### config.mk
export PLATFORM = sky130hd
export DESIGN_NAME = p3m_pin_mux
export DESIGN_NICKNAME = d
export VERILOG_FILES = /design/src/p3m_pin_mux.v
export VERILOG_INCLUDE_DIRS = /design/src
export SDC_FILE = /design/constraint.sdc
export NUM_CORES = 1
export LEC_CHECK = 0
export BUFFER_PORTS_ARGS = -buffer_cell sky130_fd_sc_hd__buf_2
export CAP_MARGIN = 20
export CORE_ASPECT_RATIO = 0.9
export CORE_MARGIN = 4
export CORE_UTILIZATION = 40
export DETAILED_ROUTE_END_ITERATION = 10
export GPL_ROUTABILITY_DRIVEN = 0
export PLACE_DENSITY = 0.81
export SLEW_MARGIN = 5
export SYNTH_ARGS = -nofsm -noshare
export SYNTH_HDL_FRONTEND = slang
export SYNTH_SLANG_ARGS = --single-unit
export TNS_END_PERCENT = 20
### constraint.sdc
create_clock -name clk -period 2.5 [get_ports clk]
set_clock_uncertainty 0.2 [all_clocks]
set_input_delay 0.625 -clock clk [delete_from_list [all_inputs] [get_ports clk]]
set_output_delay 0.625 -clock clk [all_outputs]
set_load 0.03 [all_outputs]
### src/p3m_defs.vh
/*
 Constants for the port pin-function multiplexer: select bit positions,
 reset values and power-mode codes. Assumes inclusion by bare name.
*/
`ifndef P3M_DEFS_VH
`define P3M_DEFS_VH
// ========================================
// Select bit positions
`define P3M_BIT_CLK_A    0
`define P3M_BIT_IN_A     1
`define P3M_BIT_OUT_A    2
`define P3M_BIT_CLK_B    3
`define P3M_BIT_IN_B     4
`define P3M_BIT_OUT_B    5
// ========================================
// Reset values and the external clock-b field code
`define P3M_SEL_RST      8'h00
`define P3M_PU_RST       8'h00
`define P3M_CKS_EXT_B    3'h7
// ========================================
// Power-mode codes
`define P3M_MODE_ACTIVE  3'h0
`define P3M_MODE_SUBACT  3'h1
`define P3M_MODE_SLEEP   3'h2
`define P3M_MODE_SUBSLP  3'h3
`define P3M_MODE_WATCH   3'h4
`define P3M_MODE_STANDBY 3'h5
`endif

### src/p3m_pin_mux.v
/*
 Pin-function multiplexer and input pull-up control for an 8-bit port.
 Assumes control registers, serial blocks and power-mode controller sit
 outside and present their bits as synchronous ports.
*/
`timescale 1ns/10ps
`include "p3m_defs.vh"

// Operation
// Select zero gives general I/O by direction
// Output-b select drives pin 5 serial out
// Input-b select makes pin 4 serial in
// Clock-b pin 3 input if field 111
// Output-a select drives pin 2 serial out
// Input-a select makes pin 1 serial in
// Clock-a pin 0 input when external bit
// Clock-a pin 0 output when internal clock
// Hi-Z in reset/standby, hold in sleeps
// Standby pins with pull-up read high
// Pull-up only when input and enabled; code gates on the direction bit, so alternate-output pins can get pull-up
// Pull-ups off right after reset
// Select bits clear to zero on reset
module p3m_pin_mux (
   input  wire       clk,
   input  wire       rst_n,
   input  wire       clk_en,
   input  wire [7:0] pin_function_select_reg,
   input  wire [7:0] direction_control_reg,
   input  wire [7:0] pullup_control_reg,
   input  wire [7:0] port_data_out,
   input  wire [2:0] clock_source_field_b,
   input  wire       external_clock_bit_a,
   input  wire [2:0] power_mode,
   input  wire       serial_out_a,
   input  wire       serial_clock_out_a,
   input  wire       serial_out_b,
   input  wire       serial_clock_out_b,
   input  wire       chip_select_alt,
   input  wire       strobe_alt,
   input  wire [7:0] pin_in,
   output reg  [7:0] pin_out,
   output reg  [7:0] pin_oe,
   output reg  [7:0] pullup_on,
   output reg  [7:0] port_read,
   output reg        serial_in_a,
   output reg        serial_clock_in_a,
   output reg        serial_in_b,
   output reg        serial_clock_in_b
);

   // ========================================
   // Select register copy
   reg  [7:0] sel_q;
   reg  [7:0] sel_d;
   reg  [7:0] oe_d;
   reg  [7:0] out_d;
   reg  [7:0] pu_d;
   reg  [7:0] rd_d;
   wire       frozen;
   wire       hiz;
   wire       clk_b_in;
   wire       clk_a_in;

   // Sleep, subsleep and watch keep every pin as it was
   assign frozen = (power_mode == `P3M_MODE_SLEEP) ||
                   (power_mode == `P3M_MODE_SUBSLP) ||
                   (power_mode == `P3M_MODE_WATCH);
   assign hiz    = (power_mode == `P3M_MODE_STANDBY);
   assign clk_b_in = (clock_source_field_b == `P3M_CKS_EXT_B);
   assign clk_a_in = external_clock_bit_a;

   // Alternate-function output value for a pin, reused per bit
   function alt_out;
      input [2:0] idx;
      begin
         case (idx)
            3'h0:    alt_out = serial_clock_out_a;
            3'h2:    alt_out = serial_out_a;
            3'h3:    alt_out = serial_clock_out_b;
            3'h5:    alt_out = serial_out_b;
            3'h6:    alt_out = strobe_alt;
            default: alt_out = 1'b0;
         endcase
      end
   endfunction

   // Pin direction and drive under each select
   always @* begin
      sel_d = pin_function_select_reg;
      out_d = port_data_out;
      oe_d  = direction_control_reg;
      // Alternate outputs override the direction bit
      if (sel_q[`P3M_BIT_OUT_B]) begin
         oe_d[5]  = 1'b1;
         out_d[5] = alt_out(3'h5);
      end
      if (sel_q[`P3M_BIT_IN_B])
         oe_d[4] = 1'b0;
      if (sel_q[`P3M_BIT_CLK_B]) begin
         oe_d[3]  = ~clk_b_in;
         out_d[3] = alt_out(3'h3);
      end
      if (sel_q[`P3M_BIT_OUT_A]) begin
         oe_d[2]  = 1'b1;
         out_d[2] = alt_out(3'h2);
      end
      if (sel_q[`P3M_BIT_IN_A])
         oe_d[1] = 1'b0;
      if (sel_q[`P3M_BIT_CLK_A]) begin
         oe_d[0]  = ~clk_a_in;
         out_d[0] = alt_out(3'h0);
      end
      if (sel_q[6]) begin
         oe_d[6]  = 1'b1;
         out_d[6] = alt_out(3'h6);
      end
      if (sel_q[7])
         oe_d[7] = 1'b0;
      // Pull-up follows the raw direction bit, not the alternate drive
      pu_d = pullup_control_reg & ~direction_control_reg;
      // Output pins read back the latch, inputs the pin
      rd_d = (direction_control_reg & port_data_out) |
             (~direction_control_reg & pin_in);
      if (hiz) begin
         oe_d  = 8'h00;
         // Pull-up holds the floating pin high in standby
         out_d = pu_d;
      end
   end

   // ========================================
   // Registered outputs; frozen modes hold everything
   always @(posedge clk or negedge rst_n) begin
      if (!rst_n) begin
         sel_q             <= `P3M_SEL_RST;
         pin_oe            <= 8'h00;
         pin_out           <= 8'h00;
         pullup_on         <= `P3M_PU_RST;
         port_read         <= 8'h00;
         serial_in_a       <= 1'b0;
         serial_clock_in_a <= 1'b0;
         serial_in_b       <= 1'b0;
         serial_clock_in_b <= 1'b0;
      end else if (clk_en && !frozen) begin
         sel_q             <= sel_d;
         pin_oe            <= oe_d;
         pin_out           <= out_d;
         pullup_on         <= pu_d;
         port_read         <= rd_d;
         // Idle serial inputs read low when the pin is not routed
         serial_in_a       <= sel_q[`P3M_BIT_IN_A] & pin_in[1];
         serial_in_b       <= sel_q[`P3M_BIT_IN_B] & pin_in[4];
         serial_clock_in_a <= sel_q[`P3M_BIT_CLK_A] & clk_a_in &
                              pin_in[0];
         serial_clock_in_b <= sel_q[`P3M_BIT_CLK_B] & clk_b_in &
                              pin_in[3];
      end
   end

endmodule // p3m_pin_mux

[Word-level counts from Yosys, hierarchy flattened]
Index checks and enable logic that the tools add are counted.
Cells by class
  bitwise logic cells: 13
  reduce and logical (&&, ||, !) cells: 4
  equal/unequal tests: 5
  mux-type cells: 15
Operators with widths (number)
  $and 8x8->8: 3
  $mux 8: 2
  $mux 1: 13
  $eq 3x3->1 const B: 3
  $not 8->8: 1
  $or 8x8->8: 1
  $and 1x1->1: 6
  $eq 3x2->1 const B: 2
  $logic_or 1x1->1: 2
  $not 1->1: 2
  $logic_and 1x1->1: 1
  $logic_not 1->1: 1
Word-level totals
  input port bits: 56
  register bits: 44
  logic and storage cells: 46
  output and inout port bits: 36

[Longest topological paths before layout]
Gate-level depths: netlist of run 1.
  word-level depth: 5
  gate-level depth with buffers: 5

[Worst setup path after synthesis of run 1]
OpenSTA, ideal clock, no wires.
  kind: in2reg
  start: in power_mode[2]
  end: reg pin_oe[0]
  path buffers: 2
  stages: 5
  arrival: 1.704 ns
  setup slack: 0.471 ns
  library setup time: 0.125 ns
  path through: nor3b_1 or3_1 buf_2 buf_6 mux2_4
Between the ends
  longest elaborated chain between the ends: 5
  elaborated cells on any way between the ends: 9
  those cells by class: 4 x eq/ne; 1 x mux; 4 x reduce/logical
Ends and longest elaborated chain
  start: declaration: line p3m_pin_mux.v:33  | input wire [2:0] power_mode,
  $eq 3x2->1 (no line)
  $logic_or 1x1->1 (2 in a row): line p3m_pin_mux.v:65  | assign frozen = (power_mode == `P3M_MODE_SLEEP) ||
  $logic_not 1->1: line p3m_pin_mux.v:144  | end else if (clk_en && !frozen) begin
  $logic_and 1x1->1: line p3m_pin_mux.v:144
  end signal: assignment: line p3m_pin_mux.v:136  | pin_oe <= 8'h00;
  end signal: assignment: line p3m_pin_mux.v:146  | pin_oe <= oe_d;
  end: declaration: line p3m_pin_mux.v:42  | output reg [7:0] pin_oe,
Several ways; a longest one is shown, not always the timed one.
A chain may end at the register's enable or synchronous reset.

[Worst setup path after layout of run 1]
  start: in power_mode[2]
  end: reg port_read[2]
Between the ends
  longest elaborated chain between the ends: 5
  elaborated cells on any way between the ends: 7
  those cells by class: 3 x eq/ne; 4 x reduce/logical
Ends and longest elaborated chain
  $eq 3x2->1 (no line)
  $logic_or 1x1->1: line p3m_pin_mux.v:65
  $logic_or 1x1->1 *: line p3m_pin_mux.v:65
  $logic_not 1->1 *: line p3m_pin_mux.v:144
  $logic_and 1x1->1 *: line p3m_pin_mux.v:144
  end signal: assignment: line p3m_pin_mux.v:149  | port_read <= rd_d;
  end: declaration: line p3m_pin_mux.v:44  | output reg [7:0] port_read,
Every way passes the cells marked *; elsewhere a longest branch is shown, timed or not.

==> results_dict.tcl, run 1 <==
set metrics [dict create \
    rsz0062_at_grt "false" \
    leakagePower_nw 1.518 \
    max_cap_viol_count 0 \
    wirelength_um 5232 \
    crit_type "input port to register" \
    start_util_pct 41.55 \
    synth_fp_nets 220 \
    clkTransAtPathRegs_ps 80 \
    overflow 0 \
    wl_per_cell_um 15.90 \
    drive_gt1_share_pct 56.87 \
    synth_xor_area_share_pct 0 \
    drt_iter0_drc 49 \
    grt_pass1_wl_um 8687 \
    synth-compound-area-share_pct 7.908 \
    synth_seq_cells 44 \
    cts_tree "yes" \
    dieArea_um2 6706 \
    finalMaxSlewViolations 0 \
    status "complete, no violations" \
    syn_area_per_cell_um2 13.31 \
    drtAntennaViolNets 0 \
    core_um2 5255 \
    synth_warnings 0 \
    synth_top_family_by_area "multiplexers" \
    via_per_inst 5.003 \
    grt_pass1_vias 1754 \
    finalSetupViolations 0 \
    synth_cell_types 25 \
    place_ws_ps 170.8 \
    r2r-end "pin_out[0]" \
    crit_path_start_kind "input port" \
    cts_resized 0 \
    antenna_cells 0 \
    cts_inserted_buffers 5 \
    fin_setup_tns_ps 0 \
    layout_common_cells "90 x buf_2, 44 x dfrtp_1, 26 x mux2_4, 15 x mux2_2, 13 x o31ai_1" \
    chipWidth_um 85.88 \
    ioPinCount 92 \
    arrival_ps 2000 \
    peakVddDrop_v 0.0003908 \
    muxShareOfSynthArea_pct 29.28 \
    dp_hpwl_um 3986 \
    via_count 1646 \
    whs_ps 182.6 \
    synthSimpleGateAreaFrac_pct 9.513 \
    power_density_nw_per_um2 723.8 \
    cts_setup_buffers 0 \
    cts_sinks 44 \
    first_pass_iters 4 \
    antenna_found_initial 0 \
    regArea_um2 1101 \
    holdBufCountCts 0 \
    area_growth_pct 30.66 \
    htree_levels 2 \
    relSlewSlack_pct 52.14 \
    rrSetupSlack_ps 1180 \
    clock_path_buffers 2 \
    r2r_cells 3 \
    multiInputGateArea_um2 1026 \
    hold_path_class "input port to async pin" \
    drcViolationCount 0 \
    cp-end-kind "register" \
    worstPathMaxFanout 21 \
    synthAdderAreaFrac_pct 0 \
    min_period_over_period_pct 81.28 \
    die_h_um 78.09 \
    critPathRequiredTime_ps 2470 \
    clock_latency_ps 290 \
    port_buffers 90 \
    seq_area_frac_synth_pct 50.43 \
    grt_max_degree 33 \
    synth_area_um2 2183 \
    layout_setup_ws_ps 467.9 \
    tightestPinTransition_ps 717.8 \
    fmax_ghz 0.4921 \
    syn_inst 164 \
    r2r_start "sel_q[0]" \
    fillers 490 \
    hold_violations 0 \
    grt.total_usage_pct 16.43 \
    final_common_cell "buf_2" \
    core.rowCount 25 \
    final_nets 317 \
    min_period_ps 2032 \
    cts_root_buffer "clkbuf_8" \
]
-- flip-flops by register name (all words and copies together) (netlist names) --
register and flops:
pin_oe 8, pin_out 8, port_read 8, pullup_on 8, sel_q 8, serial_clock_in_a 1
serial_clock_in_b 1, serial_in_a 1, serial_in_b 1
-- layer usage --
metal	up-vias	part of all wire, %	global-route usage, %
li1	792	-	-
met1	796	43	21.13
met2	54	49	27.58
met3	4	7.5	4.722
met4	0	0.52	3.323
met5	-	0	0
-- critical path: stages --
cell and delay, ps:
buf_2 120, nor3b_2 160, or3_2 500, buf_4 270, mux2_4 330
-- stage by stage --
step / utilization, % / total power [mW] / instances / cell area, um2
6_report: 54.29 / 2.065 / 329 / 2853
5_1_grt: 54.29 / 2.174 / 329 / 2853
4_1_cts: 54.29 / 2.094 / 329 / 2853
3_5_place_dp: 52.24 / 1.560 / 321 / 2745
3_3_place_gp: 52.24 / 1.541 / 321 / 2745
2_1_floorplan: - / 1.338 / 164 / 2183
-- cells by family (layout without fill, tap and decap cells) --
group,count (synthesis),after routing
compound gates,26,26
flops,44,44
mux,49,49
buf+inv,10,108
simple gates,35,35
-- report_power, final --
| group | switching [mW] | leakage, nW | internal (mW) | total, mW |
|---|---|---|---|---|
| combinational | 0.362 | 0.924 | 0.279 | 0.641 |
| sequential | 0.0707 | 0.539 | 0.826 | 0.897 |
| clock | 0.230 | 0.0552 | 0.297 | 0.527 |
-- synth_stat cells, drive strengths merged --
| master | number | area, um2 |
|---|---|---|
| mux2i | 8 | 80.08 |
| nand2b | 3 | 18.77 |
| a21o | 3 | 22.52 |
| dfrtp | 44 | 1101 |
| nand2 | 3 | 11.26 |
| o21ai | 9 | 45.04 |
| o31ai | 13 | 97.59 |
| nor3 | 1 | 5.000 |
| inv | 1 | 3.750 |
| nor3b | 4 | 30.03 |
| a211oi | 1 | 7.510 |
| nor4 | 3 | 18.77 |
| nand3b | 1 | 7.510 |
| nand3 | 1 | 5.000 |
| buf | 5 | 43.79 |
| clkbuf | 4 | 15.01 |
| and3b | 3 | 26.28 |
| nor2 | 7 | 26.28 |
| mux2 | 41 | 559.3 |
| or3 | 1 | 6.260 |
| nor2b | 7 | 43.79 |
| and4 | 1 | 8.760 |
-- final cells by class --
| class | instances | share of cell area (%) |
|---|---|---|
| Timing Repair Buffer | 99 | 18.60 |
| Clock buffer | 6 | 2.544 |
| Sequential cell | 44 | 38.60 |
| Inverter | 1 | 0.1316 |
| Multi-Input combinational cell | 110 | 35.96 |
| Clock inverter | 2 | 1.228 |
| Tap cell | 67 | 2.939 |
-- worst max-delay path by stage --
stage	start	end	depth (start not counted)
after floorplan	power_mode[2]	pin_oe[0]	5
after global placement	power_mode[2]	port_read[2]	5
after detailed placement	power_mode[2]	port_read[4]	5
after CTS	power_mode[2]	port_read[2]	5
after global routing	power_mode[2]	pin_oe[7]	5
final	power_mode[2]	port_read[2]	5
Note: power is estimated with default switching activity, not from simulation.
==> run 2, diff against run 1 <==
- clock period: 2.5 -> 2.1 ns (I/O delays scaled with it)
==> run 2 against run 1 <==
- first-iteration DRC count decreased by 47%
- critical endpoint is now sel_q[5]
- design area increased by 2.9%
- highest routed layer unchanged
- register-to-register slack got worse by 390 ps
- sequential share of layout area down 1.1 points
- largest cell class unchanged
==> results_dict.tcl, run 2 (same netlist as run 1, synthesis figures left out) <==
set metrics [dict create \
    tightestPinTransition_ps 517.5 \
    finalSetupViolations 0 \
    cts_root_buffer "clkbuf_8" \
    finalPower_mw 2.551 \
    cts_inserted_buffers 5 \
    die_h_um 78.09 \
    drive_gt1_share_pct 57.68 \
    wl_per_cell_um 16.28 \
    critPathSlowestCell "or3_2" \
    grtUsageMet2_pct 27.89 \
    max_cap_viol_count 0 \
    via_count 1688 \
    htree_levels 2 \
    cts_sinks 44 \
    clock_latency_ps 290 \
    multiInputGateArea_um2 1026 \
    via_per_inst 5.054 \
    cts_setup_buffers 0 \
    ioPinCount 92 \
    whs_ps 257.7 \
    drcViolationCount 0 \
    arrival_ps 1810 \
    final_util_pct 55.88 \
    holdBufCountCts 1 \
    area_growth_pct 34.50 \
    final_common_cell "buf_2" \
    chipWidth_um 85.88 \
    power_density_nw_per_um2 868.6 \
    relSlewSlack_pct 65.50 \
    finalMaxSlewViolations 0 \
    cts_tree "yes" \
    peakVddDrop_v 0.0004264 \
    cp-end-kind "register" \
    fin_area_um2 2937 \
    first_pass_iters 4 \
    layout_common_cells "90 x buf_2, 44 x dfrtp_1, 26 x mux2_4, 15 x mux2_2, 13 x o31ai_1" \
    port_buffers 90 \
    dp_hpwl_um 4091 \
    regArea_um2 1101 \
    layout_setup_ws_ps 264.9 \
    min_period_over_period_pct 87.39 \
    hold_path_class "input port to register" \
    clkTransAtPathRegs_ps 80 \
    fmax_ghz 0.5449 \
    met1_usage_pct 20.12 \
    fillers 469 \
    place_ws_ps -42.15 \
    layout.cells.non_filler 334 \
    grt_max_degree 25 \
    min_period_ps 1835 \
    fin_setup_tns_ps 0 \
    place_inst 325 \
    crit_chain "buf_2 > nor3b_2 > or3_2 > buf_12 > mux2_4" \
    rsz0062_at_grt "false" \
    wirelength_um 5437 \
    antenna_cells 0 \
    drt_iter0_drc 26 \
    core.rowCount 25 \
    start_util_pct 41.55 \
    drtAntennaViolNets 0 \
    grt.total_usage_pct 16.24 \
    dieArea_um2 6706 \
    critPathRequiredTime_ps 2080 \
    antenna_found_initial 0 \
    postPlaceCellArea_um2 2800 \
    grt_pass1_wl_um 8597 \
    leakagePower_nw 1.561 \
    slowest_delay_ps 520 \
    clock_path_buffers 2 \
    busiest_layer "met2" \
    grt_pass1_vias 1795 \
    status "complete, no violations" \
    overflow 0 \
    hold_violations 0 \
    met3_usage_pct 4.512 \
    worstPathMaxFanout 21 \
    core_um2 5255 \
    cts_resized 0 \
    crit_path_start_kind "input port" \
    crit_type "input port to register" \
    final_nets 322 \
]
==> run 2: final cells by class <==
class | count | area share, %
flip-flops and latches | 44 | 37.49
inverters | 1 | 0.1278
clock inverters | 1 | 1.023
well taps | 67 | 2.855
multi-input cells | 110 | 34.94
clock buffers | 7 | 3.281
repair buffers | 104 | 20.28
==> run 2: report_power, final <==
group / internal (mW) / switching, mW / leakage [nW]
registers: 0.983 / 0.0849 / 0.539
logic: 0.343 / 0.435 / 0.957
clock network: 0.420 / 0.284 / 0.0645
==> run 2: worst paths after layout <==
path / start / to / slack, ps / depth (start not counted)
max in group asynchronous: rst_n / pullup_on[1] / 660 / 3
min: pin_function_select_reg[7] / sel_q[7] / 260 / 2
max reg2reg: sel_q[0] / pin_out[0] / 790 / 3
max: power_mode[2] / sel_q[5] / 260 / 5
min in group asynchronous: rst_n / pin_oe[3] / 530 / 2
min reg2reg: pin_oe[2] / pin_oe[2] / 280 / 1
==> run 2: worst max-delay path: cells and delay by family <==
family,cells,cell delay [ps]
muxes,1,310
and+or+nand+nor,2,670
buffers and inverters,2,300
==> run 2: layer usage <==
| layer | up-vias | share of wire, % |
|---|---|---|
| met5 | - | 0 |
| met4 | 0 | 0.57 |
| met3 | 5 | 6.5 |
| met2 | 54 | 49 |
| met1 | 825 | 44 |
| li1 | 804 | - |
